`config.mk`:
```
export PLATFORM = sky130hd
export DESIGN_NAME = bslr_regs
export DESIGN_NICKNAME = d
export VERILOG_FILES = /design/src/bslr_pkg.sv /design/src/bslr_chan.sv /design/src/bslr_regs.sv
export SDC_FILE = /design/constraint.sdc
export NUM_CORES = 1
export LEC_CHECK = 0
export BUFFER_PORTS_ARGS = -buffer_cell sky130_fd_sc_hd__buf_2
export CORE_MARGIN = 2
export CORE_UTILIZATION = 35
export CTS_CLUSTER_DIAMETER = 150
export CTS_CLUSTER_SIZE = 12
export DETAILED_ROUTE_END_ITERATION = 16
export PLACE_DENSITY = 0.64
export SETUP_SLACK_MARGIN = 0.15
export SYNTH_ARGS = -nofsm -noshare
export SYNTH_HDL_FRONTEND = slang
export SYNTH_SLANG_ARGS = --single-unit
export TNS_END_PERCENT = 10
```
`constraint.sdc`:
```
create_clock -name clk_i -period 7.8 [get_ports clk_i]
set_input_delay 0 -clock clk_i [delete_from_list [all_inputs] [get_ports clk_i]]
set_output_delay 0 -clock clk_i [all_outputs]
set_load 0.03 [all_outputs]
```
`src/bslr_pkg.sv`:
```
package bslr_pkg;

  // register offsets on the control port
  localparam logic [7:0] OFF_CONV2_LIMIT = 8'h09;
  localparam logic [7:0] OFF_CONV3_OP    = 8'h0a;
  localparam logic [7:0] OFF_CONV3_ALT   = 8'h0b;
  localparam logic [7:0] OFF_CONV3_LIMIT = 8'h0c;
  localparam logic [7:0] OFF_CONV4_OP    = 8'h0d;
  localparam logic [7:0] OFF_CONV4_ALT   = 8'h0e;
  localparam logic [7:0] OFF_CONV4_LIMIT = 8'h0f;

  // field positions
  localparam int BIT_RESERVED   = 7;
  localparam int BIT_SRC_SELECT = 6;
  localparam int BIT_ENABLE     = 7;
  localparam int BIT_LIGHT_LOAD = 6;
  localparam int CODE_MSB       = 5;
  localparam int RANGE_MSB      = 7;
  localparam int RANGE_LSB      = 6;

  // maximum-code values that leave the limit register writable
  localparam logic [5:0] MAX_NO_LIMIT = 6'h3f;
  localparam logic [5:0] MAX_UNSET    = 6'h00;

  // output voltage in 0.5 mV units
  localparam logic [12:0] VBASE_500MV = 13'h03e8;
  localparam logic [12:0] VBASE_700MV = 13'h0578;
  localparam logic [12:0] STEP_12M5   = 13'h0019;
  localparam logic [12:0] STEP_25M    = 13'h0032;
  localparam logic [12:0] STEP_50M    = 13'h0064;

  typedef enum logic [1:0] {
    BSLR_REG_OP    = 2'b00,
    BSLR_REG_ALT   = 2'b01,
    BSLR_REG_LIMIT = 2'b10
  } bslr_reg_t;

  typedef struct packed {
    logic       en;
    logic [5:0] op_code;
    logic [5:0] alt_code;
    logic [1:0] range;
    logic [5:0] max_code;
  } bslr_otp_t;

  typedef struct packed {
    logic       src_sel;
    logic [5:0] op_code;
    logic       en;
    logic       light;
    logic [5:0] alt_code;
    logic [1:0] range;
    logic [5:0] max_code;
  } bslr_chan_t;

  typedef struct packed {
    logic        on;
    logic        light;
    logic [1:0]  range;
    logic [5:0]  code;
    logic [12:0] vout;
  } bslr_drive_t;

  typedef struct packed {
    logic       hit;
    logic [1:0] chan;
    bslr_reg_t  kind;
  } bslr_dec_t;

  typedef struct packed {
    logic [7:0]       rdata;
    bslr_drive_t [2:0] drive;
  } bslr_top_t;

  function automatic logic limit_locked(input logic [5:0] max_code);
    return (max_code != MAX_NO_LIMIT) && (max_code != MAX_UNSET);
  endfunction

  // a zero maximum means no limit has been programmed
  function automatic logic [5:0] clamp_code(input logic [5:0] code, input logic [5:0] max_code);
    return ((max_code != MAX_UNSET) && (code > max_code)) ? max_code : code;
  endfunction

  function automatic logic [12:0] code_to_vout(input logic [1:0] range, input logic [5:0] code);
    logic [12:0] c;
    c = {7'h00, code};
    unique case (range)
      2'b00: return 13'(VBASE_500MV + c * STEP_12M5);
      2'b01: return 13'(VBASE_700MV + c * STEP_12M5);
      2'b10: return 13'(VBASE_500MV + c * STEP_25M);
      2'b11: return 13'(VBASE_500MV + c * STEP_50M);
    endcase
  endfunction

endpackage

```
`src/bslr_chan.sv`:
```
`timescale 1ns/10ps
module bslr_chan #(
  parameter bit HAS_SETPT = 1'b1
) (
  // clock and power-on reset
  input  wire logic                  clk_i,
  input  wire logic                  rst_i,
  // programmed defaults
  input  wire logic                  otp_reload_i,
  input  wire bslr_pkg::bslr_otp_t   otp_i,
  // register writes
  input  wire logic                  wr_i,
  input  wire bslr_pkg::bslr_reg_t   wsel_i,
  input  wire logic [7:0]            wdata_i,
  // stored contents
  output bslr_pkg::bslr_chan_t       chan_o
);

  bslr_pkg::bslr_chan_t q, d;
  bslr_pkg::bslr_chan_t otp_state;

  always_comb begin
    otp_state          = '0;
    otp_state.op_code  = otp_i.op_code;
    otp_state.en       = otp_i.en;
    otp_state.alt_code = otp_i.alt_code;
    otp_state.range    = otp_i.range;
    otp_state.max_code = otp_i.max_code;
    d = q;
    if (wr_i) begin
      unique case (wsel_i)
        bslr_pkg::BSLR_REG_OP: begin
          if (HAS_SETPT) begin
            // the reserved bit is never stored
            d.src_sel = wdata_i[bslr_pkg::BIT_SRC_SELECT];
            d.op_code = bslr_pkg::clamp_code(wdata_i[bslr_pkg::CODE_MSB:0], q.max_code);
          end
        end
        bslr_pkg::BSLR_REG_ALT: begin
          if (HAS_SETPT) begin
            d.en       = wdata_i[bslr_pkg::BIT_ENABLE];
            d.light    = wdata_i[bslr_pkg::BIT_LIGHT_LOAD];
            d.alt_code = bslr_pkg::clamp_code(wdata_i[bslr_pkg::CODE_MSB:0], q.max_code);
          end
        end
        bslr_pkg::BSLR_REG_LIMIT: begin
          if (!bslr_pkg::limit_locked(q.max_code)) begin
            d.range    = wdata_i[bslr_pkg::RANGE_MSB:bslr_pkg::RANGE_LSB];
            d.max_code = wdata_i[bslr_pkg::CODE_MSB:0];
          end
        end
        default: begin
        end
      endcase
    end
    // a reload or a reset is the only way out of the lock
    if (otp_reload_i) begin
      d = otp_state;
    end
  end

  always_ff @(posedge clk_i) begin
    if (rst_i) begin
      q <= otp_state;
    end else begin
      q <= d;
    end
  end

  assign chan_o = q;

endmodule // bslr_chan

```
`src/bslr_regs.sv`:
```
`timescale 1ns/10ps
// Notes on behaviour
// - bit 7 of an operating-setpoint register reads zero, ignores writes, and hosts write zero.
// - the alternate-register enable switches its converter on only while forced-off is not active.
// - six-bit setpoint codes are turned into voltage through the same converter's range field.
// - bits 7-6 of a limit register select the converter's output range.
// - a setpoint write above a nonzero maximum code in the limit register stores that maximum instead.
// - a maximum code other than 0x3f or 0x00 locks range and maximum until defaults reload.
// - power-on reset loads programmed defaults, with reserved, select and light-load bits at zero.
// - ranges 00/01/10/11 start at 0.5/0.7/0.5/0.5 V with 12.5/12.5/25/50 mV steps.
module bslr_regs #(
  parameter int ADDR_W = 8
) (
  // clock and power-on reset
  input  wire logic                      clk_i,
  input  wire logic                      rst_i,
  // register port behind the serial control interface
  input  wire logic                      reg_wr_i,
  input  wire logic                      reg_rd_i,
  input  wire logic [ADDR_W-1:0]         reg_addr_i,
  input  wire logic [7:0]                reg_wdata_i,
  output logic [7:0]                     reg_rdata_o,
  // programmed defaults, index 0..2 is converter two..four
  input  wire logic                      otp_reload_i,
  input  wire bslr_pkg::bslr_otp_t [2:0] otp_i,
  // converter control
  input  wire logic [2:0]                forced_off_i,
  output bslr_pkg::bslr_drive_t [2:0]    drive_o
);

  if (ADDR_W < 4) begin : g_bad_addr
    $error("bslr_regs: ADDR_W must be at least 4");
  end

  function automatic bslr_pkg::bslr_dec_t decode(input logic [ADDR_W-1:0] addr);
    bslr_pkg::bslr_dec_t r;
    r = '{hit: 1'b1, chan: 2'd0, kind: bslr_pkg::BSLR_REG_LIMIT};
    if (addr == ADDR_W'(bslr_pkg::OFF_CONV2_LIMIT)) begin
      r.chan = 2'd0;
    end else if (addr == ADDR_W'(bslr_pkg::OFF_CONV3_OP)) begin
      r = '{hit: 1'b1, chan: 2'd1, kind: bslr_pkg::BSLR_REG_OP};
    end else if (addr == ADDR_W'(bslr_pkg::OFF_CONV3_ALT)) begin
      r = '{hit: 1'b1, chan: 2'd1, kind: bslr_pkg::BSLR_REG_ALT};
    end else if (addr == ADDR_W'(bslr_pkg::OFF_CONV3_LIMIT)) begin
      r.chan = 2'd1;
    end else if (addr == ADDR_W'(bslr_pkg::OFF_CONV4_OP)) begin
      r = '{hit: 1'b1, chan: 2'd2, kind: bslr_pkg::BSLR_REG_OP};
    end else if (addr == ADDR_W'(bslr_pkg::OFF_CONV4_ALT)) begin
      r = '{hit: 1'b1, chan: 2'd2, kind: bslr_pkg::BSLR_REG_ALT};
    end else if (addr == ADDR_W'(bslr_pkg::OFF_CONV4_LIMIT)) begin
      r.chan = 2'd2;
    end else begin
      r.hit = 1'b0;
    end
    return r;
  endfunction

  function automatic logic [7:0] read_byte(input bslr_pkg::bslr_chan_t c,
                                           input bslr_pkg::bslr_reg_t k);
    unique case (k)
      bslr_pkg::BSLR_REG_OP:    return {1'b0, c.src_sel, c.op_code};
      bslr_pkg::BSLR_REG_ALT:   return {c.en, c.light, c.alt_code};
      bslr_pkg::BSLR_REG_LIMIT: return {c.range, c.max_code};
      default:                  return 8'h00;
    endcase
  endfunction

  bslr_pkg::bslr_dec_t        dec;
  bslr_pkg::bslr_chan_t [2:0] chan;
  bslr_pkg::bslr_top_t        q, d;

  assign dec = decode(reg_addr_i);

  // converter two has only its limit register in this bank
  for (genvar i = 0; i < 3; i++) begin : g_chan
    bslr_chan #(
      .HAS_SETPT (i != 0)
    ) bslr_chan_i (
      .clk_i        (clk_i),
      .rst_i        (rst_i),
      .otp_reload_i (otp_reload_i),
      .otp_i        (otp_i[i]),
      .wr_i         (reg_wr_i && dec.hit && (dec.chan == 2'(i))),
      .wsel_i       (dec.kind),
      .wdata_i      (reg_wdata_i),
      .chan_o       (chan[i])
    );
  end

  always_comb begin
    logic [5:0] code;
    code = '0;
    d    = q;
    if (reg_rd_i) begin
      // unmapped offsets read as zero
      d.rdata = dec.hit ? read_byte(chan[dec.chan], dec.kind) : 8'h00;
    end
    for (int i = 0; i < 3; i++) begin
      code = chan[i].src_sel ? chan[i].alt_code : chan[i].op_code;
      d.drive[i].on    = chan[i].en && !forced_off_i[i];
      d.drive[i].light = chan[i].light;
      d.drive[i].range = chan[i].range;
      d.drive[i].code  = code;
      d.drive[i].vout  = bslr_pkg::code_to_vout(chan[i].range, code);
    end
  end

  always_ff @(posedge clk_i) begin
    if (rst_i) begin
      q <= '0;
    end else begin
      q <= d;
    end
  end

  assign reg_rdata_o = q.rdata;
  assign drive_o     = q.drive;

endmodule // bslr_regs

```
==> metrics.csv <==
stage;metric;value;unit
run_status;outcome;completed;
critical_path;critical path class;reg -> reg;
detailed_routing;Avg Vias per Cell;5.33;
critical_path;Worst Setup SP;g_chan[2].bslr_chan_i.chan_o[22]$_SDFFE_PN0P_;
cts;Post CTS Setup Buffer Count;0;
synth;Distinct cells, synth;76;
synth;top cells by area, synth;edfxtp_1 18%, dfxtp_1 17%, ha_1 12%;
critical_path;Most common cell on crit path;ha_1;
layout;commonest cells after routing, fill and taps aside;156 x buf_2, 124 x nand2_1, 92 x ha_1;
power;Psw;1.28;mW
timing;max_slew headroom;0.281;
timing;setup_tns;0;ps
cts;CTS Buf Count;17;
timing;fin crit share;0.629;
timing;RSZ-0062 raised after global routing;false;
floorplanning;initial core utilization;0.353;
detailed_routing;TritonRoute pass-1 iters;5;
floorplanning;DIE AREA;28200;sq um
power;clock network power share;0.261;
timing;Hold Slack;50.3;ps
critical_path;crit path DAT;5290;ps
synth;number of synthesized flops with an enable pin;57;
placed_design;I/O Buffers;156;
cts;CTS H-tree depth;4;
global_routing;GRT overflow;0;
layout;area growth from synthesis to layout;24.2;%
synth;number of synthesized register bits;137;
cts;clock latency on the worst-skew pair;440;ps
min_path;Hold Startpoint;reg_wdata_i[4];
detailed_routing;number of remaining DRC errors;0;
critical_path;Worst path max stage delay;660;ps
synth;ys flop type;dfxtp_1;
detailed_routing;drt total wl;27000;microns
cts;Max clock buf depth;2;
power;Overall Power;3.23;mW
critical_path;R2R depth;16;
timing;# setup viols final;0;
global_routing;vias in the first global route;7993;
timing;final hold vios;0;
detailed_routing;WL/cell;16.9;microns
critical_path;reg-to-reg startpoint;g_chan[2].bslr_chan_i.chan_o[22]$_SDFFE_PN0P_;
critical_path;Critical Path Source Type;register;
global_routing;antenna violations before repair;0;
critical_path;CP Data Required Time;8180;ps
detailed_routing;DR vias;8520;
global_routing;largest net degree at the start of global routing;67;
timing;max-slew violation count;0;
synth;ys async rst share;0;
floorplanning;Die Wd;168;microns
layout;fill cell count;2549;
global_routing;global-route wire length before repair;42800;microns
placed_design;Post-DP HPWL;20000;microns
floorplanning;I/O pins;164;
detailed_routing;1st-iter DRT viols;661;
critical_path;critical path capture point type;register;
detailed_routing;Antenna Nets Post-Route;0;
layout;share of layout cells above drive strength 1;0.176;
synth;synth warn;0;
global_routing;gr usage total;0.192;
power;Sw Share;0.395;
power;logic gate share of total power;0.458;
cts;clock input transition at the sequential cells of the worst setup and hold paths;70;ps
synth;Cells after Synth;1057;
critical_path;WP buf/inv;2;
floorplanning;num rows;60;
critical_path;RR Endpoint;drive_o[57]$_SDFF_PP0_;
critical_path;crit-path max FO;8;
power;leak pwr;5.14;nW
floorplanning;core box area;26700;sq um
layout;commonest non-fill, non-tap cell in the layout;buf_2;
placed_design;RePlAce Congestion;0.870;
synth;Mapped Nets;1242;
cts;Clk Tree Root Cell;clkbuf_16;
layout;Final #Nets;1431;
min_path;Hold Crit Class;in -> reg;
critical_path;Critical Path Slowest Stage Cell;mux2i_1;
cts;TritonCTS clock tree;done;
cts;clk sink count;137;
floorplanning;Die Y-Extent;168;microns
layout;n_diodes;0;
flow_run;Max-cap violations;0;
synth;Syn Area/Cell;8.90;sq um
synth;sequential area share after synthesis;0.352;
power;Power Dens Cells;276;nW/um^2
critical_path;Reg2Reg Setup Slack;2900;ps
timing;Final Skew;12.0;ps
power;Max IR drop VDD;0.144;mV
power;share of power burned in registers;0.281;
timing;Final min period;4900;ps
synth;area leader, netlist;edfxtp_1;
critical_path;CP Cell Sequence;mux2i_1 > inv_1 > ha_1 > ha_1 > ha_1 > fa_1 > a21o_1 > a21oi_1 > o21bai_1 > a21oi_1 > xor2_1 > inv_1 > ha_1 > o21ai_0 > a21oi_1 > o221a_1;
synth;post-synth top area share;0.182;
min_path;worst hold path cell count;3;
timing;Max Clock Freq;204;MHz
min_path;Hold Path Sink;g_chan[0].bslr_chan_i.chan_o[4]$_DFFE_PP_;
timing;Slew @ Worst Pin;1070;ps
critical_path;Top delay family on crit path;adder cells;
synth;synthesized area;9410;sq um
power;cell internal pwr;1.95;mW
## worst max-delay path by stage
stage / slack [ps] / cells after the start / endpoint
4_1_cts: 2840 / 16 / drive_o[57]$_SDFF_PP0_
3_5_place_dp: 2880 / 16 / drive_o[57]$_SDFF_PP0_
5_1_grt: 2540 / 15 / drive_o[57]$_SDFF_PP0_
3_3_place_gp: 2940 / 16 / drive_o[57]$_SDFF_PP0_
2_1_floorplan: 3690 / 14 / drive_o[34]$_SDFF_PP0_
6_report: 2900 / 16 / drive_o[57]$_SDFF_PP0_
## layer usage
layer | vias to the layer above | GRT usage | wire length [microns]
met3 | 37 | 0.0310 | 1800
met4 | 0 | 0.0567 | 429
li1 | 4224 | - | -
met2 | 311 | 0.314 | 12600
met5 | - | 0 | 0
met1 | 3948 | 0.263 | 12300
## Yosys cell counts (all sizes together), types with 6 or more instances
cell type,number
a211oi,25
nand2b,17
xnor2,30
dfxtp,80
nand4,9
and2,15
clkbuf,46
nor2,81
a221oi,7
xor2,19
o21bai,6
inv,50
o21ai,70
or2,10
a21oi,57
nor3,16
buf,11
nand3,23
mux2i,27
a22o,12
nor2b,25
edfxtp,57
a22oi,7
fa,6
ha,92
mux2,10
nand2,124
o31ai,17
nor3b,9
o211ai,7
## state kept, by name (all words and copies together), names as in the netlist
| signal | count |
|---|---|
| reg_rdata_o | 8 |
| g_chan.bslr_chan_i.chan_o | 61 |
| drive_o | 68 |
## per-stage QoR
stage,utilization,instances,area [sq um],setup WS [ps]
4_1_cts,0.439,1600,11700,2840
5_1_grt,0.439,1600,11700,2540
2_1_floorplan,-,1057,9410,3690
6_report,0.439,1600,11700,2900
3_5_place_dp,0.392,1504,10400,2880
3_3_place_gp,0.392,1504,10400,2940
## layout make-up
type,instances,area [sq um],share of cell area
timing repair buffer,227,1470,0.126
tap,341,427,0.0365
multi-input combinational,813,5680,0.486
sequential,137,3310,0.283
clock inverter,14,174,0.0149
clock buffer,18,429,0.0367
inverter,50,188,0.0161
## what timing repair did
action,4_1_cts,5_1_grt
hold buffers,64,0
resized for setup,0,0
hold endpoints to repair,65,0
## tightest hold or removal path, delay by kind of cell
| family | cells | cell delay [ps] |
|---|---|---|
| buffers and inverters | 1 | 160 |
| AND/OR/NAND/NOR | 2 | 210 |
## logic make-up (layout without fill, tap and decap cells)
| family | count (synthesis) | in the layout | synth area share |
|---|---|---|---|
| AOI/OAI and AO/OA | 272 | 272 | 0.194 |
| xor gates and xnor gates | 49 | 49 | 0.0484 |
| adders and majority gates | 100 | 100 | 0.137 |
| buffers and inverters | 107 | 309 | 0.0441 |
| DFF | 137 | 137 | 0.352 |
| muxes | 39 | 39 | 0.0455 |
| other | 1 | 1 | 0.000398 |
| and+or+nand+nor | 352 | 352 | 0.179 |
## power by group through the flow
stage,Combinational [mW],Clock (mW),Sequential [mW]
2_1_floorplan,0.994,0,1.04
3_3_place_gp,1.41,0,0.922
3_5_place_dp,1.44,0,0.922
4_1_cts,1.47,0.852,0.907
5_1_grt,1.65,0.882,0.918
6_report,1.48,0.843,0.906
(Power assumes the default switching activity.)
